$ cat src/pfbo_regs.vh
`ifndef PFBO_REGS_VH
`define PFBO_REGS_VH
// bus op codes on the user command port
`define PFBO_OP_READ      3'h0
`define PFBO_OP_WRITE     3'h1
`define PFBO_OP_PROTECT   3'h2
`define PFBO_OP_UNPROT    3'h3
`define PFBO_OP_PVERIFY   3'h4
`define PFBO_OP_UVERIFY   3'h5
`define PFBO_OP_SIGREAD   3'h6
// timing, clock 125 MHz
`define PFBO_CLK_MHZ      125
`define PFBO_T_SETUP_NS   64
`define PFBO_SETUP_CYC    ((`PFBO_T_SETUP_NS * `PFBO_CLK_MHZ + 999) / 1000)
`define PFBO_T_STROBE_NS  80
`define PFBO_STROBE_CYC   ((`PFBO_T_STROBE_NS * `PFBO_CLK_MHZ + 999) / 1000)
`define PFBO_T_PROT_US    100
`define PFBO_PROT_CYC     (`PFBO_T_PROT_US * `PFBO_CLK_MHZ)
`define PFBO_T_UNPROT_MS  10
`define PFBO_UNPROT_CYC   (`PFBO_T_UNPROT_MS * 1000 * `PFBO_CLK_MHZ)
// address bit positions and verify codes
`define PFBO_A0           0
`define PFBO_A1           1
`define PFBO_A6           6
`define PFBO_A12          12
`define PFBO_A15          15
`define PFBO_BLK_LSB      12
`define PFBO_PROT_CODE    8'h01
`define PFBO_UNPROT_CODE  8'h00
`endif

$ cat src/pfbo_sync.v
`timescale 1ns/1ps
`default_nettype none
module pfbo_sync
#(
   parameter W = 16
)
(
   input  wire         clk_i,
   input  wire         rst_n_i,
   input  wire [W-1:0] d_i,
   output reg  [W-1:0] q_o
);
   reg [W-1:0] s1;
   reg [W-1:0] s2;
   reg [W-1:0] s3;
   always @(posedge clk_i)
   begin
      if (!rst_n_i)
      begin
         s1  <= {W{1'b0}};
         s2  <= {W{1'b0}};
         s3  <= {W{1'b0}};
         q_o <= {W{1'b0}};
      end
      else
      begin
         s1 <= d_i;
         s2 <= s1;
         s3 <= s2;
         // accept only when second and third stages agree
         if (s2 == s3)
            q_o <= s3;
      end
   end
endmodule
`default_nettype wire

$ cat src/pfbo_host.v
`timescale 1ns/1ps
`default_nettype none
`include "pfbo_regs.vh"
module pfbo_host
#(
   parameter PROT_CYC   = `PFBO_PROT_CYC,
   parameter UNPROT_CYC = `PFBO_UNPROT_CYC
)
(
   input  wire        clk_i,
   input  wire        rst_n_i,
   input  wire        req_i,
   input  wire [2:0]  op_i,
   input  wire [17:0] addr_i,
   input  wire [15:0] wdata_i,
   input  wire        word_mode_i,
   input  wire        temp_unprot_i,
   output reg         busy_o,
   output reg         done_o,
   output reg  [15:0] rdata_o,
   output reg         prot_ok_o,
   output reg         all_prot_o,
   output reg         chip_sel_n_o,
   output reg         chip_sel_hv_o,
   output reg         out_en_n_o,
   output reg         out_en_hv_o,
   output reg         wr_en_n_o,
   output reg         hard_rst_n_o,
   output reg         hard_rst_hv_o,
   output reg         hv_sense_pin_o,
   output reg         byte_word_o,
   output reg  [17:0] addr_o,
   input  wire [15:0] dq_i,
   output reg  [15:0] dq_o,
   output reg         dq_oe_o,
   output reg         upper_dq_or_lsb_addr_oe_o
);
   localparam S_IDLE   = 3'h0;
   localparam S_SETUP  = 3'h1;
   localparam S_STROBE = 3'h2;
   localparam S_HOLD   = 3'h3;
   localparam S_DONE   = 3'h4;
   localparam [23:0] SETUP_C  = `PFBO_SETUP_CYC;
   localparam [23:0] STROBE_C = `PFBO_STROBE_CYC;
   reg  [2:0]  state;
   reg  [2:0]  op;
   reg  [23:0] cnt;
   reg  [63:0] prot_seen;
   wire [15:0] dq_sync;
   pfbo_sync #(.W(16)) u_dq_sync
   (
      .clk_i   (clk_i),
      .rst_n_i (rst_n_i),
      .d_i     (dq_i),
      .q_o     (dq_sync)
   );
   always @(posedge clk_i)
   begin
      if (!rst_n_i)
      begin
         state          <= S_IDLE;
         op             <= 3'h0;
         cnt            <= 24'h000000;
         prot_seen      <= 64'h0;
         busy_o         <= 1'b0;
         done_o         <= 1'b0;
         rdata_o        <= 16'h0000;
         prot_ok_o      <= 1'b0;
         all_prot_o     <= 1'b0;
         chip_sel_n_o   <= 1'b1;
         chip_sel_hv_o  <= 1'b0;
         out_en_n_o     <= 1'b1;
         out_en_hv_o    <= 1'b0;
         wr_en_n_o      <= 1'b1;
         hard_rst_n_o   <= 1'b0;
         hard_rst_hv_o  <= 1'b0;
         hv_sense_pin_o <= 1'b0;
         byte_word_o    <= 1'b0;
         addr_o         <= 18'h00000;
         dq_o           <= 16'h0000;
         dq_oe_o        <= 1'b0;
         upper_dq_or_lsb_addr_oe_o <= 1'b0;
      end
      else
      begin
         done_o        <= 1'b0;
         hard_rst_n_o  <= 1'b1;
         hard_rst_hv_o <= temp_unprot_i;
         all_prot_o    <= &prot_seen;
         case (state)
            S_IDLE:
            begin
               // idle bus: select high is standby
               chip_sel_n_o <= 1'b1;
               out_en_n_o   <= 1'b1;
               wr_en_n_o    <= 1'b1;
               dq_oe_o      <= 1'b0;
               upper_dq_or_lsb_addr_oe_o <= 1'b0;
               // global unprotect refused until all blocks protected
               if (req_i && !(op_i == `PFBO_OP_UNPROT && !(&prot_seen)))
               begin
                  op          <= op_i;
                  busy_o      <= 1'b1;
                  byte_word_o <= word_mode_i;
                  addr_o      <= addr_i; // block on top six bits
                  // narrow mode drives the extra lsb address
                  upper_dq_or_lsb_addr_oe_o <= !word_mode_i;
                  // narrow data stays on the low byte, dq15 carries wdata_i bit 15
                  dq_o <= word_mode_i ? wdata_i : {wdata_i[15], 7'h00, wdata_i[7:0]};
                  hv_sense_pin_o <= (op_i != `PFBO_OP_READ) && (op_i != `PFBO_OP_WRITE);
                  case (op_i)
                     `PFBO_OP_SIGREAD: addr_o[`PFBO_A1] <= 1'b0;
                     `PFBO_OP_PVERIFY:
                     begin
                        addr_o[`PFBO_A0] <= 1'b0;
                        addr_o[`PFBO_A1] <= 1'b1;
                        addr_o[`PFBO_A6] <= 1'b0;
                     end
                     `PFBO_OP_UVERIFY:
                     begin
                        addr_o[`PFBO_A0] <= 1'b0;
                        addr_o[`PFBO_A1] <= 1'b1;
                        addr_o[`PFBO_A6] <= 1'b1;
                     end
                     `PFBO_OP_UNPROT:
                     begin
                        addr_o[`PFBO_A12] <= 1'b1;
                        addr_o[`PFBO_A15] <= 1'b1;
                     end
                     default: ;
                  endcase
                  cnt   <= SETUP_C;
                  state <= S_SETUP;
               end
            end
            S_SETUP:
            begin
               // address settles before any falling strobe
               case (op)
                  `PFBO_OP_WRITE:
                  begin
                     chip_sel_n_o <= 1'b0;
                     out_en_n_o   <= 1'b1;
                     dq_oe_o      <= 1'b1;
                  end
                  `PFBO_OP_PROTECT:
                  begin
                     chip_sel_n_o <= 1'b0;
                     out_en_hv_o  <= 1'b1;
                  end
                  `PFBO_OP_UNPROT:
                  begin
                     chip_sel_hv_o <= 1'b1;
                     out_en_hv_o   <= 1'b1;
                  end
                  default:
                  begin
                     // read kinds: select low, write high
                     chip_sel_n_o <= 1'b0;
                     out_en_n_o   <= 1'b0;
                     dq_oe_o      <= 1'b0;
                     upper_dq_or_lsb_addr_oe_o <= !byte_word_o;
                  end
               endcase
               if (cnt == 24'h000001)
               begin
                  if (op == `PFBO_OP_WRITE || op == `PFBO_OP_PROTECT || op == `PFBO_OP_UNPROT)
                     wr_en_n_o <= 1'b0;
                  cnt   <= (op == `PFBO_OP_PROTECT) ? PROT_CYC[23:0] :
                           (op == `PFBO_OP_UNPROT) ? UNPROT_CYC[23:0] : STROBE_C;
                  state <= S_STROBE;
               end
               else
                  cnt <= cnt - 24'h000001;
            end
            S_STROBE:
            begin
               if (cnt == 24'h000001)
               begin
                  // write strobe rises first so data latches on it
                  wr_en_n_o <= 1'b1;
                  if (op != `PFBO_OP_WRITE && op != `PFBO_OP_PROTECT && op != `PFBO_OP_UNPROT)
                  begin
                     // ids in low byte; upper zero in narrow mode
                     rdata_o <= byte_word_o ? dq_sync : {8'h00, dq_sync[7:0]};
                     prot_ok_o <= (op == `PFBO_OP_PVERIFY) ? (dq_sync[7:0] == `PFBO_PROT_CODE) :
                                  (op == `PFBO_OP_UVERIFY) ? (dq_sync[7:0] == `PFBO_UNPROT_CODE) :
                                  1'b0;
                     if (op == `PFBO_OP_PVERIFY && dq_sync[7:0] == `PFBO_PROT_CODE)
                        prot_seen[addr_o[17:12]] <= 1'b1;
                     if (op == `PFBO_OP_UVERIFY && dq_sync[7:0] == `PFBO_UNPROT_CODE)
                        prot_seen[addr_o[17:12]] <= 1'b0;
                  end
                  cnt   <= SETUP_C;
                  state <= S_HOLD;
               end
               else
                  cnt <= cnt - 24'h000001;
            end
            S_HOLD:
            begin
               // both strobes high floats device outputs
               out_en_n_o    <= 1'b1;
               out_en_hv_o   <= 1'b0;
               chip_sel_hv_o <= 1'b0;
               if (cnt == 24'h000001)
               begin
                  chip_sel_n_o   <= 1'b1;
                  dq_oe_o        <= 1'b0;
                  hv_sense_pin_o <= 1'b0;
                  state          <= S_DONE;
               end
               else
                  cnt <= cnt - 24'h000001;
            end
            S_DONE:
            begin
               // protected blocks silently ignore writes unless temp_unprot_i is set; host cannot see it
               busy_o <= 1'b0;
               done_o <= 1'b1;
               state  <= S_IDLE;
            end
            default: state <= S_IDLE;
         endcase
      end
   end
endmodule
`default_nettype wire

$ cat config.mk
export PLATFORM = sky130hd
export DESIGN_NAME = pfbo_host
export DESIGN_NICKNAME = d
export VERILOG_FILES = /design/src/pfbo_sync.v /design/src/pfbo_host.v
export VERILOG_INCLUDE_DIRS = /design/src
export SDC_FILE = /design/constraint.sdc
export NUM_CORES = 1
export LEC_CHECK = 0
export BUFFER_PORTS_ARGS = -buffer_cell sky130_fd_sc_hd__buf_2
export CORE_UTILIZATION = 28
export DETAILED_ROUTE_END_ITERATION = 12
export HOLD_SLACK_MARGIN = 0.05
export PLACE_DENSITY = 0.55
export SLEW_MARGIN = 20
export SYNTH_ARGS = -nofsm -noshare
export SYNTH_HDL_FRONTEND = slang
export SYNTH_SLANG_ARGS = --single-unit
$ cat constraint.sdc
create_clock -name clk_i -period 2.4 [get_ports clk_i]
set_clock_uncertainty 0.2 [all_clocks]
set_input_delay 0.48 -clock clk_i [delete_from_list [all_inputs] [get_ports clk_i]]
set_output_delay 0.48 -clock clk_i [all_outputs]
set_load 0.02 [all_outputs]
==> results of run 1 <==
-- path summary, 6_finish.rpt --
| kind | start | depth (start not counted) | slack [ns] | to |
|---|---|---|---|---|
| max reg2reg | cnt[2] | 7 | 0.001 | prot_seen[23] |
| min reg2reg | u_dq_sync.s1[12] | 1 | 0.23 | u_dq_sync.s2[12] |
| max | cnt[2] | 7 | 0.001 | prot_seen[23] |
| min | addr_i[16] | 3 | 0.07 | addr_o[16] |
-- sequential cells by signal (all words and copies together) (netlist names), 3 cells and up --
signal	flops
addr_o	18
cnt	24
dq_o	16
op	3
prot_seen	64
rdata_o	16
state	3
u_dq_sync.q_o	16
u_dq_sync.s1	16
u_dq_sync.s2	16
u_dq_sync.s3	16
-- critical path, delay by kind of cell, from the launching register on --
kind                   cells  cell delay, ns
buffers and inverters      2            0.31
AO/OA/AOI/OAI              2            0.27
flip-flops                 1            0.32
AND/OR/NAND/NOR            3            1.20
-- power by group --
part           internal [W]  switching (W)
logic              0.000833        0.00115
registers           0.00387       0.000166
clock network       0.00213        0.00152
-- timing repair --
item                                   CTS  global route
gates cloned                             0             8
setup endpoints to repair                6           125
setup buffers                            0             6
hold buffers                            46             0
endpoints found under the hold margin   46             0
gates resized for setup                  2            34
pin swaps                                0            76
-- routing by layer --
layer	global-route usage (%)	up-vias	share of wire, %
li1	-	4301	-
met2	26.49	285	45
met4	5.246	0	2.4
met5	0	-	0
met3	3.620	39	6.8
met1	22.55	4124	45
-- cells in the final DEF (no fill, tap or decap), types with 13 or more instances in the layout --
cell type and n:
clkbuf_16 31, dfxtp_1 222, nor4_1 13, nand2_1 156, buf_4 83, buf_2 121, and2_1 52, o21ai_0 17
a211oi_1 60, mux2i_1 25, dlygate4sd3_1 46, a31oi_1 63, nand4_1 33, a21oi_1 54, nor3_1 20, nor2_1 32
xor2_1 19, nand3_1 27
-- logic make-up after synthesis --
| group | after synthesis |
|---|---|
| muxes | 26 |
| AOI/OAI and AO/OA | 283 |
| xor gates and xnor gates | 22 |
| and+or+nand+nor | 396 |
| DFF | 223 |
| adders and majority gates | 2 |
| buffers and inverters | 85 |
-- area by class of cell --
| class | instances | area [sq um] |
|---|---|---|
| clock buffers | 36 | 698.2 |
| well taps | 442 | 553.0 |
| flip-flops and latches | 223 | 4466 |
| clock inverters | 8 | 76.32 |
| repair buffers | 272 | 2105 |
| fillers | 3272 | 20160 |
| multi-input cells | 729 | 4776 |
| inverters | 8 | 31.28 |
-- stage by stage --
| stage | util (%) | std cells | hold slack [ns] |
|---|---|---|---|
| 2_1_floorplan | - | 1037 | 0.2119 |
| 3_5_place_dp | 33.58 | 1614 | 0.2184 |
| 5_1_grt | 38.66 | 1718 | 0.06994 |
| 6_report | 38.66 | 1718 | 0.07194 |
| 3_3_place_gp | 33.58 | 1614 | 0.2152 |
| 4_1_cts | 37.37 | 1704 | 0.05318 |
==> metrics.txt, run 1 <==
status finished clean; post-route ant nets 0; Final min period 2.399 ns; Avg Synthesized Cell Area 9.108 sq um; post-synthesis net count about 1100; setup TNS 0 ns; Synth Area in Simple Gates 23.06%; initial drt markers between 600 and 700; DR WL/cell between 15 and 20 microns; Syn-to-layout area delta 34.51%; clk_lat worst skew 0.53 ns; xor and xnor area share after synthesis 2.040%; routability cong. approximately 0.86; Total Routing Usage GR 16.73%; slowest stage cell, crit path or4_4; Place WS -0.02952 ns; clk root buf clkbuf_16; Vias/cell 5.093; post-synthesis cell area 0.009445 sq mm; final setup margin 0.001096 ns; CTS max path bufs 3; vias in the first global route between 8000 and 9000; clock sinks around 220; die height 185.7 microns; Residual DRC 0; # rows between 60 and 70; critical path type reg2reg; number of CTS-inserted buffers 26; Top FF cell, synth dfxtp_1; initial antenna violation count 0; Async SR Flop Fraction 0%; effective utilization at floorplan 28.74%; I/O pins 123; mux cell area share after synthesis 2.769%; first-pass GRT wire length 45860 microns; Post-Synth Adder-Cell Area less than 1%; final WL 29470 microns; total gr overflow 0; post-synth top area share a little under half; FF+latch count, synth 223; crit path max fanout 7; RSZ-0062 raised after global routing yes; P per Cell Area around 760 mW/mm^2; worst vdd ir about 0.00047 V; DP HPWL 20110 microns; YS warnings 0; post-synth cell types 63; htree depth 1; Crit. End Element flop; CTS tree built; Die X-Extent about 190 microns; Final Hold Fails 0; core area 0.03287 sq mm; Final Setup Violations 0; Max Transition Viols Final 0; Final Net Count 1320; number of synthesized flops with an enable pin 0; DRT Pass-1 Iters 6; top-count cell post-synth dfxtp_1; die area around 0.034 sq mm; CP Launch Type flop; Yosys top cell by area dfxtp_1; Synth top cells by count dfxtp_1, nand2_1, a211oi_1, a31oi_1, a21oi_1; antenna fix cells 0; total power 0.009662 W; post-synthesis sequential area ratio between 40% and 50%; Worst Path Arrival 2.64 ns; worst endpoint required time 2.64 ns; top cells by area, synth dfxtp_1, nand2_1, a211oi_1, a31oi_1, and2_1; largest family of logic cells by synthesized area simple AND/OR/NAND/NOR gates; Max Clock Freq 416.9 MHz; Clock Pin Slew Worst Setup and Hold Paths 0.06 ns; Worst Tran Pin Value between 0.6 and 0.7 ns; largest net degree at the start of global routing slightly below 60; IO Port Bufs 122; layout cell share with drive strength beyond 1 24.69%; Leak Pwr 4.993 nW; Tcrit/Tclk final about 100%; post-synthesis compound-gate area fraction 20.56%; Critical Path, Cell by Cell or4_4, nor4_4, and3_4, buf_12, clkbuf_16, a31oi_4, a211oi_2; Largest stage delay, worst path 0.56 ns; via count a little under 9000; Mapped Cells 1037; Worst Hold Class in2reg; Finished Cell Area 0.01270 sq mm; placed cell area between 0.01 and 0.015 sq mm; Worst slew margin 57.41%; max cap viols 0
Power figures use the tool's default switching activity.
==> inputs of run 2 (changes only) <==
- PLACE_DENSITY: 0.55 -> 0.54
- clock period: 2.4 -> 2.34 ns (I/O delays scaled with it)
==> metrics.txt, run 2 (same netlist as run 1, synthesis figures left out) <==
status finished clean; Leak Pwr 4.960 nW; effective utilization at floorplan 28.74%; Largest stage delay, worst path 0.56 ns; Final Hold Fails 0; Syn-to-layout area delta 34.26%; Tcrit/Tclk final around 99%; final WL 28980 microns; IO Port Bufs roughly 120; CP Launch Type flop; clock sinks 223; largest net degree at the start of global routing slightly below 100; number of CTS-inserted buffers 25; initial antenna violation count 0; Clock Pin Slew Worst Setup and Hold Paths 0.06 ns; commonest non-fill, non-tap cell in the layout dfxtp_1; P per Cell Area 799.9 mW/mm^2; Worst Tran Pin Value 0.6326 ns; antenna fix cells 0; Worst Hold Class in2reg; top flop regs prot_seen (64), cnt (24), addr_o (18); CTS max path bufs 3; Die X-Extent 185.7 microns; Worst Path Arrival 2.57 ns; Layout Utilization 38.58%; Final Hold Slack 0.08676 ns; Finished Cell Area 0.01268 sq mm; max cap viols 0; Top reg by flops prot_seen; post-route ant nets 0; # fillers 3360; routability cong. around 0.89; I/O pins approximately 120; CTS tree built; Max Transition Viols Final 0; Vias/cell ~5.1; total gr overflow 0; most frequent cells in the layout dfxtp_1, nand2_1, buf_2; Crit. End Element flop; worst endpoint required time 2.59 ns; RSZ-0062 raised after global routing yes; DR WL/cell 16.79 microns; max reg flops 64; Residual DRC 0; Total Routing Usage GR 16.84%; worst vdd ir 0.0004590 V; critical path type reg2reg; crit path max fanout 26; core area 0.03287 sq mm; Final min period 2.321 ns; layout cell share with drive strength beyond 1 24.61%; die height 185.7 microns; initial drt markers 602; placed cell area 0.01112 sq mm; slowest stage cell, crit path or4_4; DRT Pass-1 Iters 5; htree depth 1; vias in the first global route 8478; first-pass GRT wire length 46130 microns; die area 0.03447 sq mm; clk root buf clkbuf_16; via count 8742; Critical Path, Cell by Cell or4_4, nor4_4, and3_4, buf_12, a31oi_1, a211oi_1; # rows 66; Max Clock Freq 430.8 MHz; Final Setup Violations 0; DP HPWL between 20000 and 25000 microns; clk_lat worst skew 0.54 ns; Final Net Count approximately 1300; Worst slew margin 57.82%
[run 2: final timing paths]
check	from	depth (start not counted)	slack, ns	to
worst max-delay path	cnt[18]	6	0.02	prot_seen[40]
worst min register to register	u_dq_sync.s1[2]	1	0.23	u_dq_sync.s2[2]
worst min-delay path	word_mode_i	3	0.09	byte_word_o
worst max register to register	cnt[18]	6	0.02	prot_seen[40]
[run 2: critical path: cells and delay by family (launching register included)]
kind / cells / cell delay, ns
and+or+nand+nor: 3 / 1.20
DFF: 1 / 0.32
AOI/OAI and AO/OA: 2 / 0.31
buffers and inverters: 1 / 0.19
[run 2: per-layer routing]
| metal | share of wire (%) | track usage, % | vias to the layer above |
|---|---|---|---|
| met2 | 46 | 27.66 | 251 |
| met5 | 0 | 0 | - |
| met3 | 5.5 | 3.522 | 48 |
| met4 | 2.4 | 4.852 | 0 |
| li1 | - | - | 4302 |
| met1 | 46 | 22.15 | 4141 |
[run 2: area by class of cell]
| type | instances | area, sq um | area share, % |
|---|---|---|---|
| timing repair buffer | 279 | 2085 | 16.44 |
| tap | 442 | 553.0 | 4.361 |
| multi-input combinational | 729 | 4705 | 37.10 |
| inverter | 8 | 31.28 | 0.2467 |
| clock inverter | 10 | 127.6 | 1.006 |
| clock buffer | 35 | 713.2 | 5.624 |
| sequential | 223 | 4467 | 35.22 |
[run 2: through the flow]
step	total power [W]	TNS [ns]	instances	setup WS [ns]
2_1_floorplan	0.005369	0	1037	0.01858
3_3_place_gp	0.006099	-0.03686	1625	-0.01350
3_5_place_dp	0.006103	-0.3616	1625	-0.03116
4_1_cts	0.01019	0	1723	0.004433
5_1_grt	0.01060	-3.546	1726	-0.1016
6_report	0.01014	0	1726	0.01857
[run 2: repair_timing]
item | 4_1_cts | 5_1_grt
cloned | 1 | 2
hold buffers | 51 | 0
setup endpoints to repair | 34 | 118
pin swaps | 1 | 7
endpoints found under the hold margin | 51 | 0
resized for setup | 3 | 26
buffers inserted | 1 | 1
[run 2: power by group]
part	total, W	internal (W)	switching [W]
sequential	0.00414	0.00397	0.000167
combinational	0.00203	0.000847	0.00118
clock	0.00398	0.00236	0.00161
total	0.0101	0.00718	0.00296
==> inputs of run 3 (changes only) <==
==> constraint.sdc (replaced) <==
create_clock -name clk_i -period 2.34 [get_ports clk_i]
set_clock_uncertainty 0.2 [all_clocks]
set_input_delay 0.117 -clock clk_i [delete_from_list [all_inputs] [get_ports clk_i]]
set_output_delay 0.117 -clock clk_i [all_outputs]
set_load 0.02 [all_outputs]
==> metrics.txt, run 3 (same netlist as run 1, synthesis figures left out) <==
vias in the first global route 8516; Final Hold Fails 0; Tcrit/Tclk final 101.4%; clk root buf clkbuf_16; total power 0.01035 W; max reg flops 64; Top Family by Delay on Critical Path simple AND/OR/NAND/NOR gates; DP HPWL 20270 microns; hold path depth 3; Crit. End Element flop; Clock Pin Slew Worst Setup and Hold Paths ~0.060 ns; layout cell share with drive strength beyond 1 25.52%; total gr overflow 0; R2R depth 7; routability cong. 0.8450; Final Net Count about 1400; Die X-Extent 185.7 microns; clock sinks between 200 and 250; CP bufs+invs 2; Final Hold Slack 0.1314 ns; clk_lat worst skew approximately 0.52 ns; RR Endpoint prot_seen[21]; Syn-to-layout area delta 38.83%; die area 0.03447 sq mm; sequential share of power 39.9%; Top reg by flops prot_seen; first-pass GRT wire length 45970 microns; status complete, but fails checks; Worst Hold Class in2reg; initial antenna violation count 0; Vias/cell slightly above 5; CP Launch Type flop; # fillers about 3300; Residual DRC 0; slowest stage cell, crit path or4_4; Worst Tran Pin Value between 0.6 and 0.7 ns; commonest non-fill, non-tap cell in the layout dfxtp_1; Worst slew margin between 50 and 60%; worst endpoint required time 2.56 ns; antenna fix cells 0; dpl cells 1623; I/O pins roughly 120; Max Transition Viols Final 0; reg2reg setup slack -0.03 ns; Finished Layout Cells between 1500 and 2000; worst vdd ir 0.0004595 V; power share of the clock group 38.0%; RSZ-0062 raised after global routing yes; post-route ant nets 0; core area 0.03287 sq mm; initial drt markers ~550; reg2reg start cnt[4]; effective utilization at floorplan 28.74%; Worst Path Arrival 2.59 ns; htree depth 1; Leak Pwr ~5 nW; HP Start dq_i[4]; Final min period 2.372 ns; Switching Share 29.12%; Total Routing Usage GR 16.62%; final setup margin -0.03192 ns; CTS max path bufs 3; Largest stage delay, worst path 0.56 ns; max cap viols 0; critical path type reg2reg; P per Cell Area 789.2 mW/mm^2; DR WL/cell 17.03 microns; logic gate share of total power 22.1%; number of CTS-inserted buffers 24; DRT Pass-1 Iters 5; top flop regs prot_seen (64), cnt (24), addr_o (18); violated checks setup timing; via count 8876; internal power 0.007336 W; crit path max fanout 8; hold worst-path end u_dq_sync.s1[4]; Place WS 0.002209 ns; Critical Path, Cell by Cell or4_4, nor4_4, and3_4, buf_12, clkbuf_16, a31oi_1, a211oi_1; largest net degree at the start of global routing 81; CTS tree built; Psw about 0.003 W; most frequent cells in the layout dfxtp_1, nand2_1, buf_2; final WL 29830 microns; Max Clock Freq 421.6 MHz; Final Setup Violations 7; # rows 66; die height 185.7 microns; IO Port Bufs 122
==> run 3: cell types whose count changed in the layout (fill, tap and decap cells not counted), moves of 3 or more <==
| cell | delta |
|---|---|
| o21ai_0 | -3 |
| o21ai_1 | +3 |
| nand3_1 | -5 |
| nand3_2 | +5 |
| dlygate4sd3_1 | +20 |
| clkbuf_1 | -4 |
| clkbuf_16 | +3 |
| clkbuf_8 | +3 |
| buf_12 | +6 |
==> run 3: layout make-up <==
cell class | count | area (sq um) | share of cell area, %
sequential | 223 | 4467 | 34.06
multi-input combinational | 729 | 4765 | 36.34
clock buffer | 33 | 714.4 | 5.448
clock inverter | 9 | 116.4 | 0.8874
tap | 442 | 553.0 | 4.218
timing repair buffer | 307 | 2466 | 18.81
inverter | 8 | 31.28 | 0.2385
==> run 3: per-stage QoR <==
step,cell area (sq um),utilization [%],TNS [ns]
3_3_place_gp,11150,33.94,0
6_report,13110,39.90,-0.1079
5_1_grt,13110,39.90,-4.574
2_1_floorplan,9445,-,0
4_1_cts,12710,38.67,0
3_5_place_dp,11150,33.94,0
==> run 3: what timing repair did <==
item	in CTS	in global routing
endpoints found under the setup margin	3	86
gates cloned	0	9
gates resized for setup	2	39
pin swaps	0	43
hold buffers	71	0
endpoints found under the hold margin	70	0
buffers inserted	0	6
==> run 3: worst max-delay path by stage <==
stage                       start            end  slack (ns)  depth (start not counted)
after floorplan           cnt[18]  prot_seen[58]        0.02                          7
after global routing       cnt[4]    rdata_o[11]       -0.12                          8
final                      cnt[4]  prot_seen[21]       -0.03                          7
after global placement     cnt[8]        cnt[19]        0.01                          9
after detailed placement   cnt[8]        cnt[19]       0.002                          9
after CTS                 cnt[18]  prot_seen[40]        0.01                          7
==> run 3: worst min-delay path, cell delays in order <==
cell and delay, ns:
dlygate4sd3_1 0.51, buf_2 0.09, and2_1 0.10
==> run 3: per-layer routing <==
metal,track usage [%],wire length [microns],share of wire [%]
met4,3.475,525,1.8
met3,3.698,1823,6.1
met1,21.56,13410,45
met2,28.09,14070,47
met5,0,0,0
==> run 3: power groups by stage <==
| stage | Sequential, W | Combinational [W] | Clock, W |
|---|---|---|---|
| 6_report | 0.00412 | 0.00229 | 0.00394 |
| 5_1_grt | 0.00415 | 0.00246 | 0.00417 |
| 4_1_cts | 0.00412 | 0.00205 | 0.00402 |
| 3_5_place_dp | 0.00420 | 0.00194 | 0 |
| 3_3_place_gp | 0.00419 | 0.00194 | 0 |
| 2_1_floorplan | 0.00424 | 0.00113 | 0 |
